`config.mk`:
```
export PLATFORM = sky130hd
export DESIGN_NAME = dcbs_config_sequencer
export DESIGN_NICKNAME = d
export VERILOG_FILES = /design/src/rtl/dcbs_pkg.sv /design/src/rtl/dcbs_config_sequencer.sv
export SDC_FILE = /design/constraint.sdc
export NUM_CORES = 1
export LEC_CHECK = 0
export BUFFER_PORTS_ARGS = -buffer_cell sky130_fd_sc_hd__buf_2
export CORE_UTILIZATION = 49
export CTS_CLUSTER_DIAMETER = 80
export DETAILED_ROUTE_END_ITERATION = 10
export PLACE_DENSITY = 0.75
export SLEW_MARGIN = 30
export SYNTH_ARGS = -nofsm -noshare
export SYNTH_HDL_FRONTEND = slang
export SYNTH_SLANG_ARGS = --single-unit
```
`constraint.sdc`:
```
create_clock -name clk -period 5.9 [get_ports clk]
set_input_delay 0.885 -clock clk [delete_from_list [all_inputs] [get_ports clk]]
set_output_delay 0.885 -clock clk [all_outputs]
set_load 0.005 [all_outputs]
```
`src/rtl/dcbs_pkg.sv`:
```
// Constants for the configuration word and burst sequencer.
// Assumes a single synchronous clock domain and an active-high synchronous reset.
package dcbs_pkg;
  // ==========================================================================
  // Configuration word layout
  localparam int unsigned          CFG_W          = 16;
  localparam int unsigned          DPD_BIT        = 15;
  localparam int unsigned          DRV_HI         = 14;
  localparam int unsigned          DRV_LO         = 12;
  localparam int unsigned          RSV_HI         = 11;
  localparam int unsigned          RSV_LO         = 8;
  localparam int unsigned          LAT_HI         = 7;
  localparam int unsigned          LAT_LO         = 4;
  localparam int unsigned          FIX_BIT        = 3;
  localparam int unsigned          LEGACY_BIT     = 2;
  localparam int unsigned          WRAP_HI        = 1;
  localparam int unsigned          WRAP_LO        = 0;
  localparam logic [CFG_W-1:0]     CFG_RESET      = 16'h8f1f;
  localparam logic [CFG_W-1:0]     CFG_RSV_ONES   = 16'h0f00;
  // ==========================================================================
  // Latency codes and clock counts
  localparam logic [3:0]           LAT_CODE_5     = 4'h0;
  localparam logic [3:0]           LAT_CODE_6     = 4'h1;
  localparam logic [3:0]           LAT_CODE_3     = 4'he;
  localparam logic [3:0]           LAT_CODE_4     = 4'hf;
  localparam logic [3:0]           LAT_CLKS_3     = 4'h3;
  localparam logic [3:0]           LAT_CLKS_4     = 4'h4;
  localparam logic [3:0]           LAT_CLKS_5     = 4'h5;
  localparam logic [3:0]           LAT_CLKS_6     = 4'h6;
  // ==========================================================================
  // Wrap length codes and group sizes in 16-bit words
  localparam logic [1:0]           WRAP_128B      = 2'h0;
  localparam logic [1:0]           WRAP_64B       = 2'h1;
  localparam logic [1:0]           WRAP_16B       = 2'h2;
  localparam logic [1:0]           WRAP_32B       = 2'h3;
  localparam int unsigned          ADDR_W         = 32;
  localparam logic [ADDR_W-1:0]    MASK_128B      = 32'h0000003f;
  localparam logic [ADDR_W-1:0]    MASK_64B       = 32'h0000001f;
  localparam logic [ADDR_W-1:0]    MASK_32B       = 32'h0000000f;
  localparam logic [ADDR_W-1:0]    MASK_16B       = 32'h00000007;
  // ==========================================================================
  // Drive impedance in ohms per code
  localparam logic [6:0]           OHM_34         = 7'h22;
  localparam logic [6:0]           OHM_115        = 7'h73;
  localparam logic [6:0]           OHM_67         = 7'h43;
  localparam logic [6:0]           OHM_46         = 7'h2e;
  localparam logic [6:0]           OHM_27         = 7'h1b;
  localparam logic [6:0]           OHM_22         = 7'h16;
  localparam logic [6:0]           OHM_19         = 7'h13;
endpackage

```
`src/rtl/dcbs_config_sequencer.sv`:
```
// Configuration word of the self-refresh DRAM and the burst address sequencer it steers.
// Assumes the command decoder hands over a register write, a transaction start with the
// command-address linear bit, and one step pulse per transferred 16-bit word.
// Notes on behaviour
// - Single die: bit 15 resets to 1; writing 0 enters deep power down.
// - Stacked part: bit 15 reserved, no deep power down effect.
// - Bits 14-12 select output impedance, eight codes, 000 default 34 ohms.
// - Bits 7-4 select latency 5,6,3,4 clocks; other codes reserved, default 6.
// - Single die bit 3: 0 variable latency, 1 fixed double latency (default).
// - Stacked part: bit 3 reserved and fixed at 1.
// - Fixed latency always signals refresh latency and doubles initial latency.
// - Variable latency adds second period only when refresh needed at start.
// - Bit 2: 0 hybrid wrapped bursts, 1 legacy wrap (default).
// - Bits 1-0 wrap length: 128, 64, 16, 32 bytes; default 32.
// - Legacy wrap steps up to group end, wraps to group start.
// - Hybrid wraps once, then linear from next group until chip select high.
// - Linear command bit set forces linear burst regardless of wrap settings.
// - Strobe driven high in command cycles when extra latency is inserted.
// - Reset loads the default configuration word.
`timescale 1ns/1ps
module dcbs_config_sequencer #(
  parameter bit                        STACKED = 1'b0
) (
  input  wire logic                    clk,
  input  wire logic                    rst,
  input  wire logic                    cfg_wr,
  input  wire logic [dcbs_pkg::CFG_W-1:0]  cfg_wdata,
  input  wire logic                    xfer_start,
  input  wire logic                    xfer_linear,
  input  wire logic                    xfer_register,
  input  wire logic [dcbs_pkg::ADDR_W-1:0] xfer_addr,
  input  wire logic                    refresh_needed,
  input  wire logic                    word_step,
  input  wire logic                    cs_n,
  output logic [dcbs_pkg::CFG_W-1:0]   protocol_config_word,
  output logic                         deep_power_down,
  output logic [6:0]                   drive_ohms,
  output logic [3:0]                   latency_clks,
  output logic                         read_write_strobe_mask,
  output logic                         double_latency,
  output logic [dcbs_pkg::ADDR_W-1:0]  burst_addr,
  output logic                         burst_active
);
  import dcbs_pkg::*;

  // ==========================================================================
  // State
  typedef struct packed {
    logic [CFG_W-1:0]  cfg;
    logic              dpd;
    logic [6:0]        ohms;
    logic [3:0]        lat;
    logic              strobe;
    logic              dbl;
    logic [ADDR_W-1:0] addr;
    logic [ADDR_W-1:0] start;
    logic              wrapping;
    logic              hybrid;
    logic              linear;
    logic              active;
  } dcbs_state_t;

  dcbs_state_t st_r;
  dcbs_state_t st_nxt;

  // Group mask in words for a wrap code; used for stepping and for the end test
  function automatic logic [ADDR_W-1:0] dcbs_mask(input logic [1:0] code);
    unique case (code)
      WRAP_128B: dcbs_mask = MASK_128B;
      WRAP_64B:  dcbs_mask = MASK_64B;
      WRAP_16B:  dcbs_mask = MASK_16B;
      default:   dcbs_mask = MASK_32B;
    endcase
  endfunction

  // Latency clocks for a code; reserved codes keep six as a safe worst case
  function automatic logic [3:0] dcbs_lat(input logic [3:0] code);
    unique case (code)
      LAT_CODE_5: dcbs_lat = LAT_CLKS_5;
      LAT_CODE_3: dcbs_lat = LAT_CLKS_3;
      LAT_CODE_4: dcbs_lat = LAT_CLKS_4;
      default:    dcbs_lat = LAT_CLKS_6;
    endcase
  endfunction

  function automatic logic [6:0] dcbs_ohms(input logic [2:0] code);
    unique case (code)
      3'h1:    dcbs_ohms = OHM_115;
      3'h2:    dcbs_ohms = OHM_67;
      3'h3:    dcbs_ohms = OHM_46;
      3'h5:    dcbs_ohms = OHM_27;
      3'h6:    dcbs_ohms = OHM_22;
      3'h7:    dcbs_ohms = OHM_19;
      default: dcbs_ohms = OHM_34;
    endcase
  endfunction

  logic [ADDR_W-1:0] mask;
  logic [ADDR_W-1:0] inc;
  logic [ADDR_W-1:0] wrapped;
  logic [CFG_W-1:0]  wdata;
  logic              fixed_lat;

  // ==========================================================================
  // Next-state logic
  always_comb begin
    st_nxt    = st_r;
    mask      = dcbs_mask(st_r.cfg[WRAP_HI:WRAP_LO]);
    inc       = st_r.addr + 32'h00000001;
    wrapped   = (st_r.addr & ~mask) | (inc & mask);
    wdata     = cfg_wdata;
    if (STACKED) begin
      wdata[DPD_BIT] = 1'b1;
      wdata[FIX_BIT] = 1'b1;
    end
    if (cfg_wr) begin
      st_nxt.cfg = wdata;
    end
    st_nxt.dpd  = ~STACKED & ~st_nxt.cfg[DPD_BIT];
    st_nxt.ohms = dcbs_ohms(st_nxt.cfg[DRV_HI:DRV_LO]);
    st_nxt.lat  = dcbs_lat(st_nxt.cfg[LAT_HI:LAT_LO]);
    fixed_lat   = st_r.cfg[FIX_BIT];
    st_nxt.strobe = 1'b0;
    if (xfer_start) begin
      st_nxt.strobe   = ~xfer_register | fixed_lat ? (fixed_lat | refresh_needed) : 1'b0;
      st_nxt.strobe   = fixed_lat | refresh_needed;
      st_nxt.dbl      = fixed_lat | refresh_needed;
      st_nxt.addr     = xfer_addr;
      st_nxt.start    = xfer_addr;
      st_nxt.linear   = xfer_linear;
      st_nxt.hybrid   = ~st_r.cfg[LEGACY_BIT];
      st_nxt.wrapping = ~xfer_linear;
      st_nxt.active   = 1'b1;
    end else if (cs_n) begin
      st_nxt.active = 1'b0;
    end else if (word_step && st_r.active) begin
      if (st_r.linear || !st_r.wrapping) begin
        st_nxt.addr = inc;
      end else if (wrapped == st_r.start && st_r.hybrid) begin
        st_nxt.addr     = (st_r.start & ~mask) + mask + 32'h00000001;
        st_nxt.wrapping = 1'b0;
      end else begin
        st_nxt.addr = wrapped;
      end
    end
  end

  // ==========================================================================
  // Registers
  always_ff @(posedge clk) begin
    if (rst) begin
      st_r          <= '0;
      st_r.cfg      <= CFG_RESET;
      st_r.ohms     <= OHM_34;
      st_r.lat      <= LAT_CLKS_6;
      st_r.dbl      <= 1'b1;
    end else begin
      st_r <= st_nxt;
    end
  end

  assign protocol_config_word   = st_r.cfg;
  assign deep_power_down        = st_r.dpd;
  assign drive_ohms             = st_r.ohms;
  assign latency_clks           = st_r.lat;
  assign read_write_strobe_mask = st_r.strobe;
  assign double_latency         = st_r.dbl;
  assign burst_addr             = st_r.addr;
  assign burst_active           = st_r.active;

  // ==========================================================================
  // Assertions
  a_fixed_strobe_high: assert property (@(posedge clk) disable iff (rst)
    xfer_start && st_r.cfg[FIX_BIT] |=> read_write_strobe_mask && double_latency)
    else $error("fixed latency did not raise strobe");
  a_variable_strobe: assert property (@(posedge clk) disable iff (rst)
    xfer_start && !st_r.cfg[FIX_BIT] |=> read_write_strobe_mask == $past(refresh_needed))
    else $error("variable latency strobe wrong");
  a_cfg_write_taken: assert property (@(posedge clk) disable iff (rst)
    cfg_wr && !STACKED |=> protocol_config_word == $past(cfg_wdata))
    else $error("config write not stored");
  a_stacked_fixed: assert property (@(posedge clk) disable iff (rst)
    STACKED |-> protocol_config_word[FIX_BIT] && !deep_power_down)
    else $error("stacked part reserved bits changed");
  a_dpd_follows: assert property (@(posedge clk) disable iff (rst)
    cfg_wr && !STACKED && !cfg_wdata[DPD_BIT] |=> deep_power_down)
    else $error("deep power down not entered");
  a_linear_step: assert property (@(posedge clk) disable iff (rst)
    st_r.linear && st_r.active && word_step && !cs_n && !xfer_start
      |=> burst_addr == $past(burst_addr) + 32'h00000001)
    else $error("linear burst did not step");
  a_legacy_in_group: assert property (@(posedge clk) disable iff (rst)
    st_r.active && !st_r.linear && !st_r.hybrid && word_step && !cs_n && !xfer_start
      |=> (burst_addr & ~mask) == ($past(burst_addr) & ~$past(mask)))
    else $error("legacy wrap left its group");
  a_latency_decode: assert property (@(posedge clk) disable iff (rst)
    protocol_config_word[LAT_HI:LAT_LO] == LAT_CODE_3 && $stable(protocol_config_word)
      |-> latency_clks == LAT_CLKS_3)
    else $error("latency decode wrong");
endmodule

```
==> Yosys cells after proc, flatten, opt, wreduce, memory -nomap -nowiden <==
Index checks and enable logic that the tools add are counted.
{ "totals": {"regBits": 98} }
{ "classes": {"n_mux": 16, "addsub": 3, "eq_ne": 13, "reduce_logical": 12, "bitwise": 10} }
{ "ops": {"columns": ["operator", "n"], "rows": [
  ["32-bit 2-to-1 mux", 5],
  ["32-bit bitwise AND", 3],
  ["32-bit by 1-bit adder with 32-bit output, second input constant", 2],
  ["7-bit case mux with 6 select lines", 1],
  ["32-bit adder", 1],
  ["32-bit equality test", 1],
  ["32-bit inverter", 1],
  ["32-bit bitwise OR", 1],
  ["6-bit case mux with 3 select lines", 1],
  ["16-bit 2-to-1 mux", 1],
  ["3-bit equality test, second input constant", 3],
  ["3-bit case mux with 3 select lines", 1],
  ["4-bit equality test, second input constant", 2],
  ["1-bit 2-to-1 mux", 7],
  ["3-bit by 2-bit equality test with 1-bit output, second input constant", 2],
  ["2-bit nonzero test", 3],
  ["4-bit logical NOT", 1],
  ["2-bit != test, second input constant", 2],
  ["1-bit inverter", 4],
  ["4-bit AND reduction", 1],
  ["3-bit by 1-bit equality test with 1-bit output, second input constant", 1],
  ["2-bit by 1-bit equality test with 1-bit output, second input constant", 1],
  ["2-bit equality test, second input constant", 1],
  ["1-bit logical AND", 2],
  ["other kinds (6)", 6]
]} }

==> Logic depth before layout (Yosys ltp) <==
Gate-level depths: netlist of the first run.
{ "logic_depth": {"depth_word": 12, "mapped_depth": 11} }

==> Least setup slack after synthesis of the first run <==
No wires, ideal clock.
{ "synth_path": {"path_type": "input -> register", "start": "input port cs_n", "end": "register st_r (netlist bit burst_addr[13])", "t_required_ps": 5783, "path_slack_ps": 3524, "arrival_time_ps": 2259, "setup_time_ps": 117, "path_stages": 8, "n_path_buf": 2, "path_cell_list": "nor2b_1 -> and2_1 -> clkbuf_1 -> nand2_1 -> o21ai_1 -> clkbuf_1 -> o21ai_0 -> a22o_1"} }
{ "synth_via": {"elab_chain_len": 2} }
{ "synth_lines": {"columns": ["item", "line", "source"], "rows": [
  ["start, declared", "dcbs_config_sequencer.sv:34", "input wire logic cs_n,"],
  ["2-bit != test (no line)", null, null],
  ["2-bit AND reduction (no line)", null, null],
  ["end signal, assigned", "dcbs_config_sequencer.sv:158", "st_r <= st_nxt;"],
  ["end, declared", "dcbs_config_sequencer.sv:63", "dcbs_state_t st_r;"]
]} }
No other way between the ends.
A chain may end at the register's enable or synchronous reset.

==> Worst setup path in the final report of the first run <==
{ "layout_path": {"start": "register st_r (netlist bit burst_addr[0])", "end": "register st_r (netlist bit burst_addr[20])"} }
{ "layout_via": {"elab_chain_len": 10, "elab_cells_between_ends": 11} }
{ "layout_lines": {"columns": ["item", "line", "source"], "rows": [
  ["32-bit by 1-bit adder with 32-bit output", "dcbs_config_sequencer.sv:109", "inc = st_r.addr + 32'h00000001;"],
  ["32-bit bitwise AND", "dcbs_config_sequencer.sv:110", "wrapped = (st_r.addr & ~mask) | (inc & mask);"],
  ["32-bit bitwise OR", "dcbs_config_sequencer.sv:110", null],
  ["32-bit equality test", "dcbs_config_sequencer.sv:139", "end else if (wrapped == st_r.start && st_r.hybrid) begin"],
  ["1-bit logical AND", "dcbs_config_sequencer.sv:139", null],
  ["32-bit 2-to-1 mux", "dcbs_config_sequencer.sv:139", null],
  ["32-bit 2-to-1 mux (*)", "dcbs_config_sequencer.sv:137", "if (st_r.linear || !st_r.wrapping) begin"],
  ["32-bit 2-to-1 mux (*)", "dcbs_config_sequencer.sv:136", "end else if (word_step && st_r.active) begin"],
  ["32-bit 2-to-1 mux (*)", "dcbs_config_sequencer.sv:134", "end else if (cs_n) begin"],
  ["32-bit 2-to-1 mux (*)", "dcbs_config_sequencer.sv:124", "if (xfer_start) begin"]
]} }
Mark *: on every way between the ends. The rest lies on a longest branch, timed or not. The select of a mux whose other input is x is not followed.

==> results of run 1 <==
-- final cells by class --
class	instances	area share [%]
Multi-Input combinational cell	505	51.5
Sequential cell	96	30.1
Timing Repair Buffer	120	9.58
Clock buffer	9	3.53
Tap cell	143	2.81
Clock inverter	5	1.30
Inverter	20	1.18
-- state kept, by name, indices dropped and copies added (netlist names) --
name                    flops
burst_active                1
drive_ohms                  6
protocol_config_word       16
latency_clks                3
st_r                       35
read_write_strobe_mask      1
deep_power_down             1
double_latency              1
burst_addr                 32
-- placed cells by master, fill, tap and decap left out, types with 2 or more instances in the layout --
cell type and count:
a221o_1 9, nand2_1 74, nand4_1 21, o31ai_1 3, nor2_1 56, nor2b_1 4
nand3_1 23, xnor2_1 68, buf_2 116, and4_1 6, o21ai_0 23, o211ai_1 5
a22o_1 10, a2111oi_0 2, mux2_2 2, clkbuf_16 9, nor4_1 6, bufinv_16 2
o22ai_1 16, and2_1 9, inv_1 18, nand4b_1 2, conb_1 2, o221a_2 3
or3_1 2, and3_1 18, buf_4 4, ha_1 2, nor3_1 16, dfxtp_1 96
xor2_1 25, a211oi_1 5, nand2b_1 5, mux2i_1 36, a21oi_1 29, a31oi_1 2
-- per-stage QoR --
stage / hold WS (ns) / area (um^2) / setup WS (ns)
2_1_floorplan: 0.443 / 5910 / 3.52
3_3_place_gp: 0.449 / 6060 / 2.30
3_5_place_dp: 0.456 / 6070 / 2.34
4_1_cts: 0.474 / 6370 / 2.32
5_1_grt: 0.500 / 6370 / 2.00
6_report: 0.472 / 6370 / 2.19
-- worst max-delay path by stage --
| stage | end | slack (ns) | cells after the start |
|---|---|---|---|
| floorplan | burst_addr[13] | 3.52 | 8 |
| global placement | burst_addr[20] | 2.30 | 8 |
| detailed placement | burst_addr[20] | 2.34 | 8 |
| CTS | burst_addr[12] | 2.32 | 8 |
| global route | burst_addr[25] | 2.00 | 8 |
| finish | burst_addr[20] | 2.19 | 8 |
-- power breakdown --
group	switching [mW]	internal, mW	leakage [nW]	total, mW
combinational	0.133	0.116	1.68	0.249
sequential	0.0560	0.688	0.793	0.744
clock	0.257	0.368	0.152	0.625
total	0.446	1.17	2.62	1.62
-- cells by family (layout without fill, tap and decap cells) --
group                      Yosys count  count (layout)  share of synthesized area [%]
DFF                                 96              96                           32.5
other                                2               2                          0.127
buffers and inverters              123             154                           12.0
AOI/OAI and AO/OA                  126             126                           14.8
adders and majority gates            2               2                          0.424
muxes                               38              38                           6.48
and+or+nand+nor                    244             244                           19.9
xor gates and xnor gates            93              93                           13.8
-- critical path: stages, from the launching register on --
cell and delay (ns):
dfxtp_1 0.50, ha_1 0.30, xnor2_1 0.16, xnor2_1 0.10
a2111oi_0 0.38, nand4_1 0.69, or2_1 0.81, nor2_1 0.48
a221o_1 0.22
-- layer usage --
layer | up-vias | track usage [%] | share of wire (%)
met4 | 0 | 12.9 | 2.2
met5 | - | 0 | 0
li1 | 2517 | - | -
met3 | 34 | 4.08 | 7.9
met2 | 276 | 45.8 | 49
met1 | 2520 | 32.5 | 41
==> out/results.txt, run 1 <==
The flow ran to the end, but the final reports show violations. The final reports fail on design-rule violations. The run gives 783 as the post-synth net total.

The worst register-to-register path has a depth of 8. The most common cell in the netlist is dfxtp_1. For the placed cell count, the log shows 884.

The number of clock buffers added by TritonCTS is 9. Maximum clock skew at final layout: 0.00270 ns. The worst hold path terminates at double_latency.

The share of synthesized flip-flops with an asynchronous set or reset was 0%. The largest net degree at the start of global routing is 61. Yosys mapped a number of flops with a built-in enable equal to 0. Synthesis handed over a netlist of 724 instances. The total overflow left after global routing is 0. For this run, the detailed router's first-pass iteration total came to 8. The tools report the buffer levels on the longest clock path as 2.

In this run the critical register-to-register path is captured at burst_addr[20]. Once the floorplan was initialized, standard cells occupied 51.1% of the core. The total wire length was 16300 um; the maximum net fanout on the critical path was 20. Yosys printed 0 warnings.

Total DRC errors in the routed layout: 6. The number of global-route vias before repair was 5233. The kind of capture point of the worst setup path is a register. The area growth from synthesis to layout is 7.94%. The final weighted congestion in routability-driven placement was 0.930. The number of max-slew violations in the final report came out at 0.

In this run the worst setup path begins at burst_addr[0]. For this block, the via count after detailed routing is 5347. The worst slew slack as a fraction of its limit came out at 34.4%.

In this run the vertical extent of the chip is 112 um. The logs give 1074 for the count of fill cells added during filler insertion and 0.00192 mm^2 for the area of all sequential standard cells. For the pin with the worst max-slew slack, the measured transition is 0.980 ns. The post-CTS clock slew at the launch and capture registers of the worst setup and hold paths is 0.07 ns, and the area of the multi-input gates is 0.00328 mm^2. Setup repair after global routing left no endpoint under its margin.

The run gives 58 as the count of different cell masters after synthesis. The path class of the lowest-slack min-delay path is register to register. For the register area share after synthesis, the log shows 32.5%.

The number of buffers inserted by port buffering is 116, and the number of top-level pins is 120. Once layout is complete, the utilization of the core stands at 55.1%. The area fraction of the dominant cell type after synthesis was 32.5%. Among all flip-flop cells after synthesis, the most frequent one is dfxtp_1. Share of the clock period used by the worst path: 62.9%. Total power for the finished layout comes to 1.62 mW. The routed wirelength normalized by instance count was 18.2 um. The synthesized design spends more area on one cell type than any other, namely dfxtp_1.

The horizontal die dimension was 112 um. The logs give 0 for the total count of hold-check failures in the final report and 0 for the max-capacitance violation count. Once the clock tree was built, the setup fixing pass inserted 0 buffers.

Row generation in the floorplan step produced 39 rows. The setup TNS was 0 ns; the clock sink count was 96. Counting instances in the post-synthesis netlist gives the leading cell types as dfxtp_1 (96), nand2_1 (74), xnor2_1 (68), buf_4 (61), nor2_1 (56). The worst setup path is of the register to register kind. STA puts the critical path data arrival time at 4.01 ns. The run gives 898 as the final cell count without fillers. Clock tree root driver cell: clkbuf_16.

Setup violations remaining at the end of the flow were counted as 0. The floorplan step defined a die boundary enclosing 0.0125 mm^2. Gates resized during post-CTS repair numbered 0.

Total power per unit cell area: 254 mW/mm^2. The global-route wire length before repair came out at 26400 um. The number of antenna diodes in the final layout is 0. Each instance of the synthesized netlist takes up on average 8.16 um^2.

The highest achievable clock rate is 0.269 GHz, and the detailed placement HPWL is 11400 um. TritonCTS built the clock tree. The worst supply voltage drop on vdd is 0.000131 V, and the time the worst path needs with I/O delays and setup is 3.71 ns. The startpoint identified for the worst hold timing path is double_latency. The combined global-route utilization of all metal layers is 26.7%.

Ranked by total cell area, the synthesized netlist is headed by dfxtp_1 (33%), xnor2_1 (10%), buf_4 (7.8%), mux2i_1 (6.1%), nand2_1 (4.7%). The tools report the number of antenna violations at the first check in global routing as 0. In this run, synthesis produced a sequential element count of 96. The cell area after synthesis was 0.00591 mm^2.

The analysis attributes to cell leakage a power of 2.62 nW. In the final design database the tool counted 811 nets. Number of buffers inserted for hold repair after clock tree synthesis: 0. The cell count of the worst hold path was 2.

STA classifies the critical path startpoint as a register. The via density per instance works out to 5.95. The tools report the launch instance of the worst register-to-register path as burst_addr[0]. The final antenna-violating net count came out at 0. Of the cells placed in the final design, the portion with a size suffix greater than 1 is 19.2%. The required time at the endpoint of the critical path is 6.19 ns, and the H-tree depth reported by CTS is 3.

Clock latency on the worst-skew pair, taken at its later pin, is 0.35 ns. The placeable core region was 0.0116 mm^2. For the minimum setup slack among reg-to-reg paths, the log shows 2.19 ns.

After the first detailed-routing iteration, the DRC count stood at 389.
No activity file was read; power rests on OpenSTA's default activity.
==> run 2: changes to the inputs <==
- clock period: 5.9 -> 3.6 ns (I/O delays scaled with it)
==> out/results.txt, run 2 (synthesis results as in run 1) <==
For the number of antenna violations at the first check in global routing, the log shows 0. After detailed routing, the number of remaining DRC violations is 6. After detailed routing, the average wire length per cell comes to 18.3 um.

Data on the critical path is required at its endpoint by 3.83 ns. The tools report the final weighted congestion in routability-driven placement as 0.930. Final hold analysis gives a worst-case slack of 0.391 ns. The most used routing layer was met2. The worst pin sits at a relative slew slack of 44.5%.

The run gives 0 as the final antenna-violating net count. The horizontal die dimension came out at 112 um. The routed design has 16600 um of wire.

The worst path uses 80.6% of the clock period. In the global route stage, met2 resource usage came out at 44.6%. The startpoint identified for the worst hold timing path is cfg_wdata[15]. Global routing used 26.9% of the available tracks. The area growth from synthesis to layout is 8.07%.

For the largest net degree at the start of global routing, the log shows 61. Setup repair after global routing left no endpoint under its margin. The number of top-level pins was 120.

The initialized floorplan defines 39 standard-cell rows. The path class of the lowest-slack min-delay path was input port to register. Gates resized during post-CTS repair numbered 0.

The tools report the count of final setup violators as 0. In the routed layout, each cell is associated on average with a via count of 5.96. The first routing iteration left 428 violations.

The total die area came out at 0.0125 mm^2. The total grt overflow is 0, and the maximum clock skew at final layout is 0.00924 ns. For the met1 usage, the log shows 33.9%.

The maximum net fanout on the critical path was 11. The final reports fail on design-rule violations. In this run, post-CTS hold repair placed 0 buffers. Once the floorplan was initialized, standard cells occupied 51.1% of the core. The run gives 5223 as the number of global-route vias before repair.

Dividing total power by cell area gives a power density of 398 mW/mm^2. The highest achievable clock rate came out at 0.344 GHz. TritonCTS built the clock tree. The register with the most flip-flops in the layout has 35 of them. The filler cells instantiated in the layout total 1083.

The tools report the placeable core region as 0.0116 mm^2. The library cell used most frequently in the layout, excluding fill and tap cells, is buf_2. The clock network latency to the later pin of the worst-skew pair was 0.35 ns. STA classifies the critical path startpoint as a register. The time the worst path needs with I/O delays and setup came out at 2.90 ns. After legalization and detailed placement, the total HPWL measured 11800 um. Counting stages on the worst path, the most repeated cell is xnor2_1. Among all stages on the critical path, the largest delay is contributed by dfxtp_1.

Tracing the worst setup path back leads to its startpoint at burst_addr[0]. Cells with a size suffix above 1 make up 19.7% of the layout. The startpoint identified for the worst register-to-register timing path is burst_addr[0]. The logs give 0 for the number of antenna cells inserted and 0 ns for the setup TNS. Once the clock tree was built, the setup fixing pass inserted 0 buffers. Total count of hold-check failures in the final report: 0. In the global route stage, met3 resource usage came out at 3.97%.

The run finished, with violations left. Area of the multi-input gates: 0.00328 mm^2. The library cells used most frequently in the layout, excluding fill and tap cells, are buf_2 (116), dfxtp_1 (96), nand2_1 (74).

By startpoint and endpoint, the worst setup path is classified as register to register. Number of max-slew violations in the final report: 0. The worst supply voltage drop on vdd is 0.000217 V, and the critical path data arrival time is 3.13 ns.

The leakage power figure was 2.62 nW; the clock sink count was 96. The max-capacitance violation count is 0, and the post-CTS clock slew at the launch and capture registers of the worst setup and hold paths is 0.07 ns. Number of buffers inserted by port buffering: 116. The slew at the pin closest to its max-slew limit is 0.830 ns. STA classifies the critical path endpoint as a register. The H-tree depth reported by CTS is 3. Walking the worst path, the cells encountered are ha_1 > xnor2_1 > xnor2_1 > a2111oi_0 > nand4_1 > buf_4 > a21oi_1 > nor2_1 > a221o_1.

The first detailed-routing pass ran for 8 iterations. The number of clock buffers inserted by TritonCTS was 9. The run gives 2 as the buffer levels on the longest clock path. Counting flops per register, the top entry is st_r. The via count came out at 5400. The global-route wire length before repair came out at 26500 um. The largest single stage delay on the critical path is 0.50 ns. At the end of the flow, the number of nets in the layout was 817. The area of all sequential standard cells was 0.00192 mm^2. From bottom edge to top edge, the die measures 112 um. The cell sitting at the root of the clock tree is a clkbuf_16.
[run 2: cell count changes in the layout (fill, tap and decap cells not counted), sizes merged]
cell	delta
buf	+6
clkinvlp	+3
bufinv	-2
clkbuf	+1
[run 2: through the flow]
step | utilization, % | setup slack (ns) | instances | cell area (um^2) | power (mW)
6_report | 55.2 | 0.697 | 906 | 6380 | 2.54
5_1_grt | 55.2 | 0.497 | 906 | 6380 | 2.63
4_1_cts | 55.2 | 0.725 | 906 | 6380 | 2.54
3_5_place_dp | 52.8 | 0.777 | 890 | 6110 | 1.64
3_3_place_gp | 52.8 | 0.830 | 890 | 6110 | 1.63
2_1_floorplan | - | 1.30 | 724 | 5910 | 1.54
[run 2: path summary, 6_finish.rpt]
check	to	slack (ns)	cells after the start
max	burst_addr[26]	0.70	9
min	deep_power_down	0.39	2
max reg2reg	burst_addr[26]	0.70	9
min reg2reg	protocol_config_word[9]	0.48	2
[run 2: critical path: cells and delay by family, from the launching register on]
kind                       cells  cell delay, ns
and+or+nand+nor                2            0.41
DFF                            1            0.50
AOI/OAI and AO/OA              3            1.05
adders and majority gates      1            0.31
xor gates and xnor gates       2            0.26
buffers and inverters          1            0.23
[run 2: cell type report]
type	instances	area share, %
Multi-Input combinational cell	505	51.3
Sequential cell	96	30.1
Timing Repair Buffer	126	10.3
Clock buffer	10	3.59
Tap cell	143	2.80
Inverter	20	1.18
Clock inverter	6	0.706
[run 2: where the power goes]
group	switching [mW]	internal, mW	total [mW]
combinational	0.218	0.192	0.410
sequential	0.0924	1.13	1.22
clock	0.438	0.471	0.909
[run 2: routing by layer]
metal	vias to the layer above	share of wire (%)	wire [um]
met4	0	2.8	472
met1	2574	42	6930
met3	35	7.8	1300
met5	-	0	0
met2	262	48	7910
li1	2529	-	-
==> run 3: changes to the inputs <==
- PLACE_DENSITY: 0.75 -> 0.78
- clock period: 3.6 -> 2.67 ns (I/O delays scaled with it)
==> out/results.txt, run 3 (synthesis results as in run 1) <==
The routed wirelength normalized by instance count is 17.0 um, and the leakage power figure is 2.82 nW. Pin placement for this block handled 120 I/O pins. At the pin with the least slew margin, the transition time is 0.642 ns. At the end of the flow the core is filled with cells to 57.9%. Final weighted congestion in routability-driven placement: 0.920. STA puts the critical path data required time at 2.90 ns.

In this run the power density over the cells is 527 mW/mm^2. The floorplan step set the die width to 112 um. The tree built by TritonCTS fans out to 96 sinks. The library cell used most frequently in the layout, excluding fill and tap cells, is buf_2. The cell area after layout is 0.00670 mm^2, and the buffer levels on the longest clock path is 2. The first detailed-routing pass took 8 iterations. Summed over all layers, the global routing overflow is 0. Port buffering added 116 buffers. The beginning of the critical path was burst_addr[0].

In this run the standard cell core region covers 0.0116 mm^2. The logs give 0 ns for the setup TNS and 3 for the H-tree depth reported by CTS. The register with the most flip-flops in the layout has 35 of them. Area added between synthesis and finish: 13.4%. For the worst flop-to-flop path, the logic depth is 8.

The post-route netlist has 23.7% of its cells at a drive strength greater than 1. The number of clock buffers inserted by TritonCTS was 9. In the layout the commonest cells are buf_2 (116), dfxtp_1 (96), nand2_1 (74).

The first global-routing pass estimated 25900 um of wire. Kind of capture point of the worst setup path: a register. The worst-case IR drop observed on VDD is 0.000403 V. The run gives 0.0125 mm^2 as the total die area. The number of global-route vias before repair was 4999. Entering global routing, the biggest net connects 35 pins. The path class of the lowest-slack min-delay path is input port to register.

The total count of hold-check failures in the final report was 0. Buffers inserted to repair hold after CTS numbered 0. TritonCTS built the clock tree. Once the floorplan was initialized, standard cells occupied 51.1% of the core. Number of antenna cells inserted: 0.

The worst path needs 2.49 ns of the cycle, external delays included. The max-capacitance violation count was 0. In this run the critical register-to-register path is launched from burst_addr[0]. The run gives 0.149 ns as the setup slack after placement.

For the net count of the finished layout, the log shows 853. The path with the worst hold slack has its endpoint at deep_power_down. The logs give 0.00639 mm^2 for the post-detailed-placement cell area and 0 for the number of max-slew violations in the final report. The initial detailed-routing violation count is 357.

The die outline height came out at 112 um. The tools report the startpoint type of the worst setup path as a register. The worst register-to-register path ends at burst_addr[26].

CTS placed an instance of clkbuf_16 at the clock tree root. After detailed routing, the total wire length is 16000 um. In the post-route analysis, the smallest setup slack over all paths is 0.180 ns. For the via count, the log shows 5348. Measured against its own limit, the worst slew margin works out to 56.0%. The highest achievable clock rate was 0.402 GHz; the maximum clock skew at final layout was 0.00823 ns. For the clock network latency to the later pin of the worst-skew pair, the log shows 0.35 ns. The largest register by flop count was st_r. The detailed placement HPWL was 11800 um. Setup violations remaining at the end of the flow were counted as 0. Worst hold path startpoint: cfg_wdata[15]. For the worst setup path, the data arrival time is 2.72 ns.

The logs give 0 for the post-CTS setup repair buffer count and 0.18 ns for the minimum setup slack among reg-to-reg paths. The run gives 0 as the number of antenna violations at the first check in global routing. In the routed design, unresolved DRC markers number 5. In this run the remaining antenna-violating nets after routing total 0. The post-CTS clock slew at the launch and capture registers of the worst setup and hold paths was 0.07 ns; the row count was 39.

Along the worst hold path, the cell count comes to 2. The checks that failed: design-rule violations. Global routing used 26.3% of the available tracks. The classification of the worst setup path is register to register. The flow ran to the end, but the final reports show violations.

The post-cts resize count was 0. The maximum net fanout on the critical path works out to 9. The share of the clock period used by the worst path was 93.2%.

Dividing the detail-routed via count by the number of cells gives 5.68.
run 3: critical path, stage by stage (launching register included):
cell,delay [ns]
dfxtp_1,0.42
ha_1,0.28
xnor2_1,0.21
nand3_1,0.10
a2111oi_0,0.29
nand4_1,0.25
a21oi_1,0.28
nor2_2,0.16
a221o_1,0.38
run 3: power by group:
group          internal [mW]  leakage (nW)  switching (mW)
Clock                  0.730         0.131           0.572
Combinational          0.287          1.90           0.318
Sequential              1.52         0.793           0.102
run 3: area by class of cell:
class / count / area, um^2
clock buffers: 10 / 229
clock inverters: 6 / 68.8
fillers: 1046 / 4870
inverters: 20 / 75.1
multi-input cells: 505 / 3290
flip-flops and latches: 96 / 1920
well taps: 143 / 179
repair buffers: 162 / 938
run 3: how the worst max path moves through the flow:
stage / to / slack (ns)
final: burst_addr[26] / 0.18
after global routing: burst_addr[27] / -0.0009
after CTS: burst_addr[27] / 0.13
after detailed placement: burst_addr[4] / 0.15
after global placement: burst_addr[27] / 0.19
after floorplan: burst_addr[18] / 0.37
run 3: routing by layer:
layer,vias to the layer above,wire length (um),GRT usage (%)
met5,-,0,0
met2,216,7680,43.9
met4,0,274,8.38
li1,2600,-,-
met1,2507,6760,34.5
met3,25,1320,4.46
run 3: metrics by stage:
step                power (mW)  std cells  hold slack (ns)
global placement          2.24        926            0.452
CTS                       3.53        942            0.254
finish                    3.53        942            0.262
global route              3.67        942            0.265
detailed placement        2.25        926            0.457
floorplan                 2.08        724            0.443
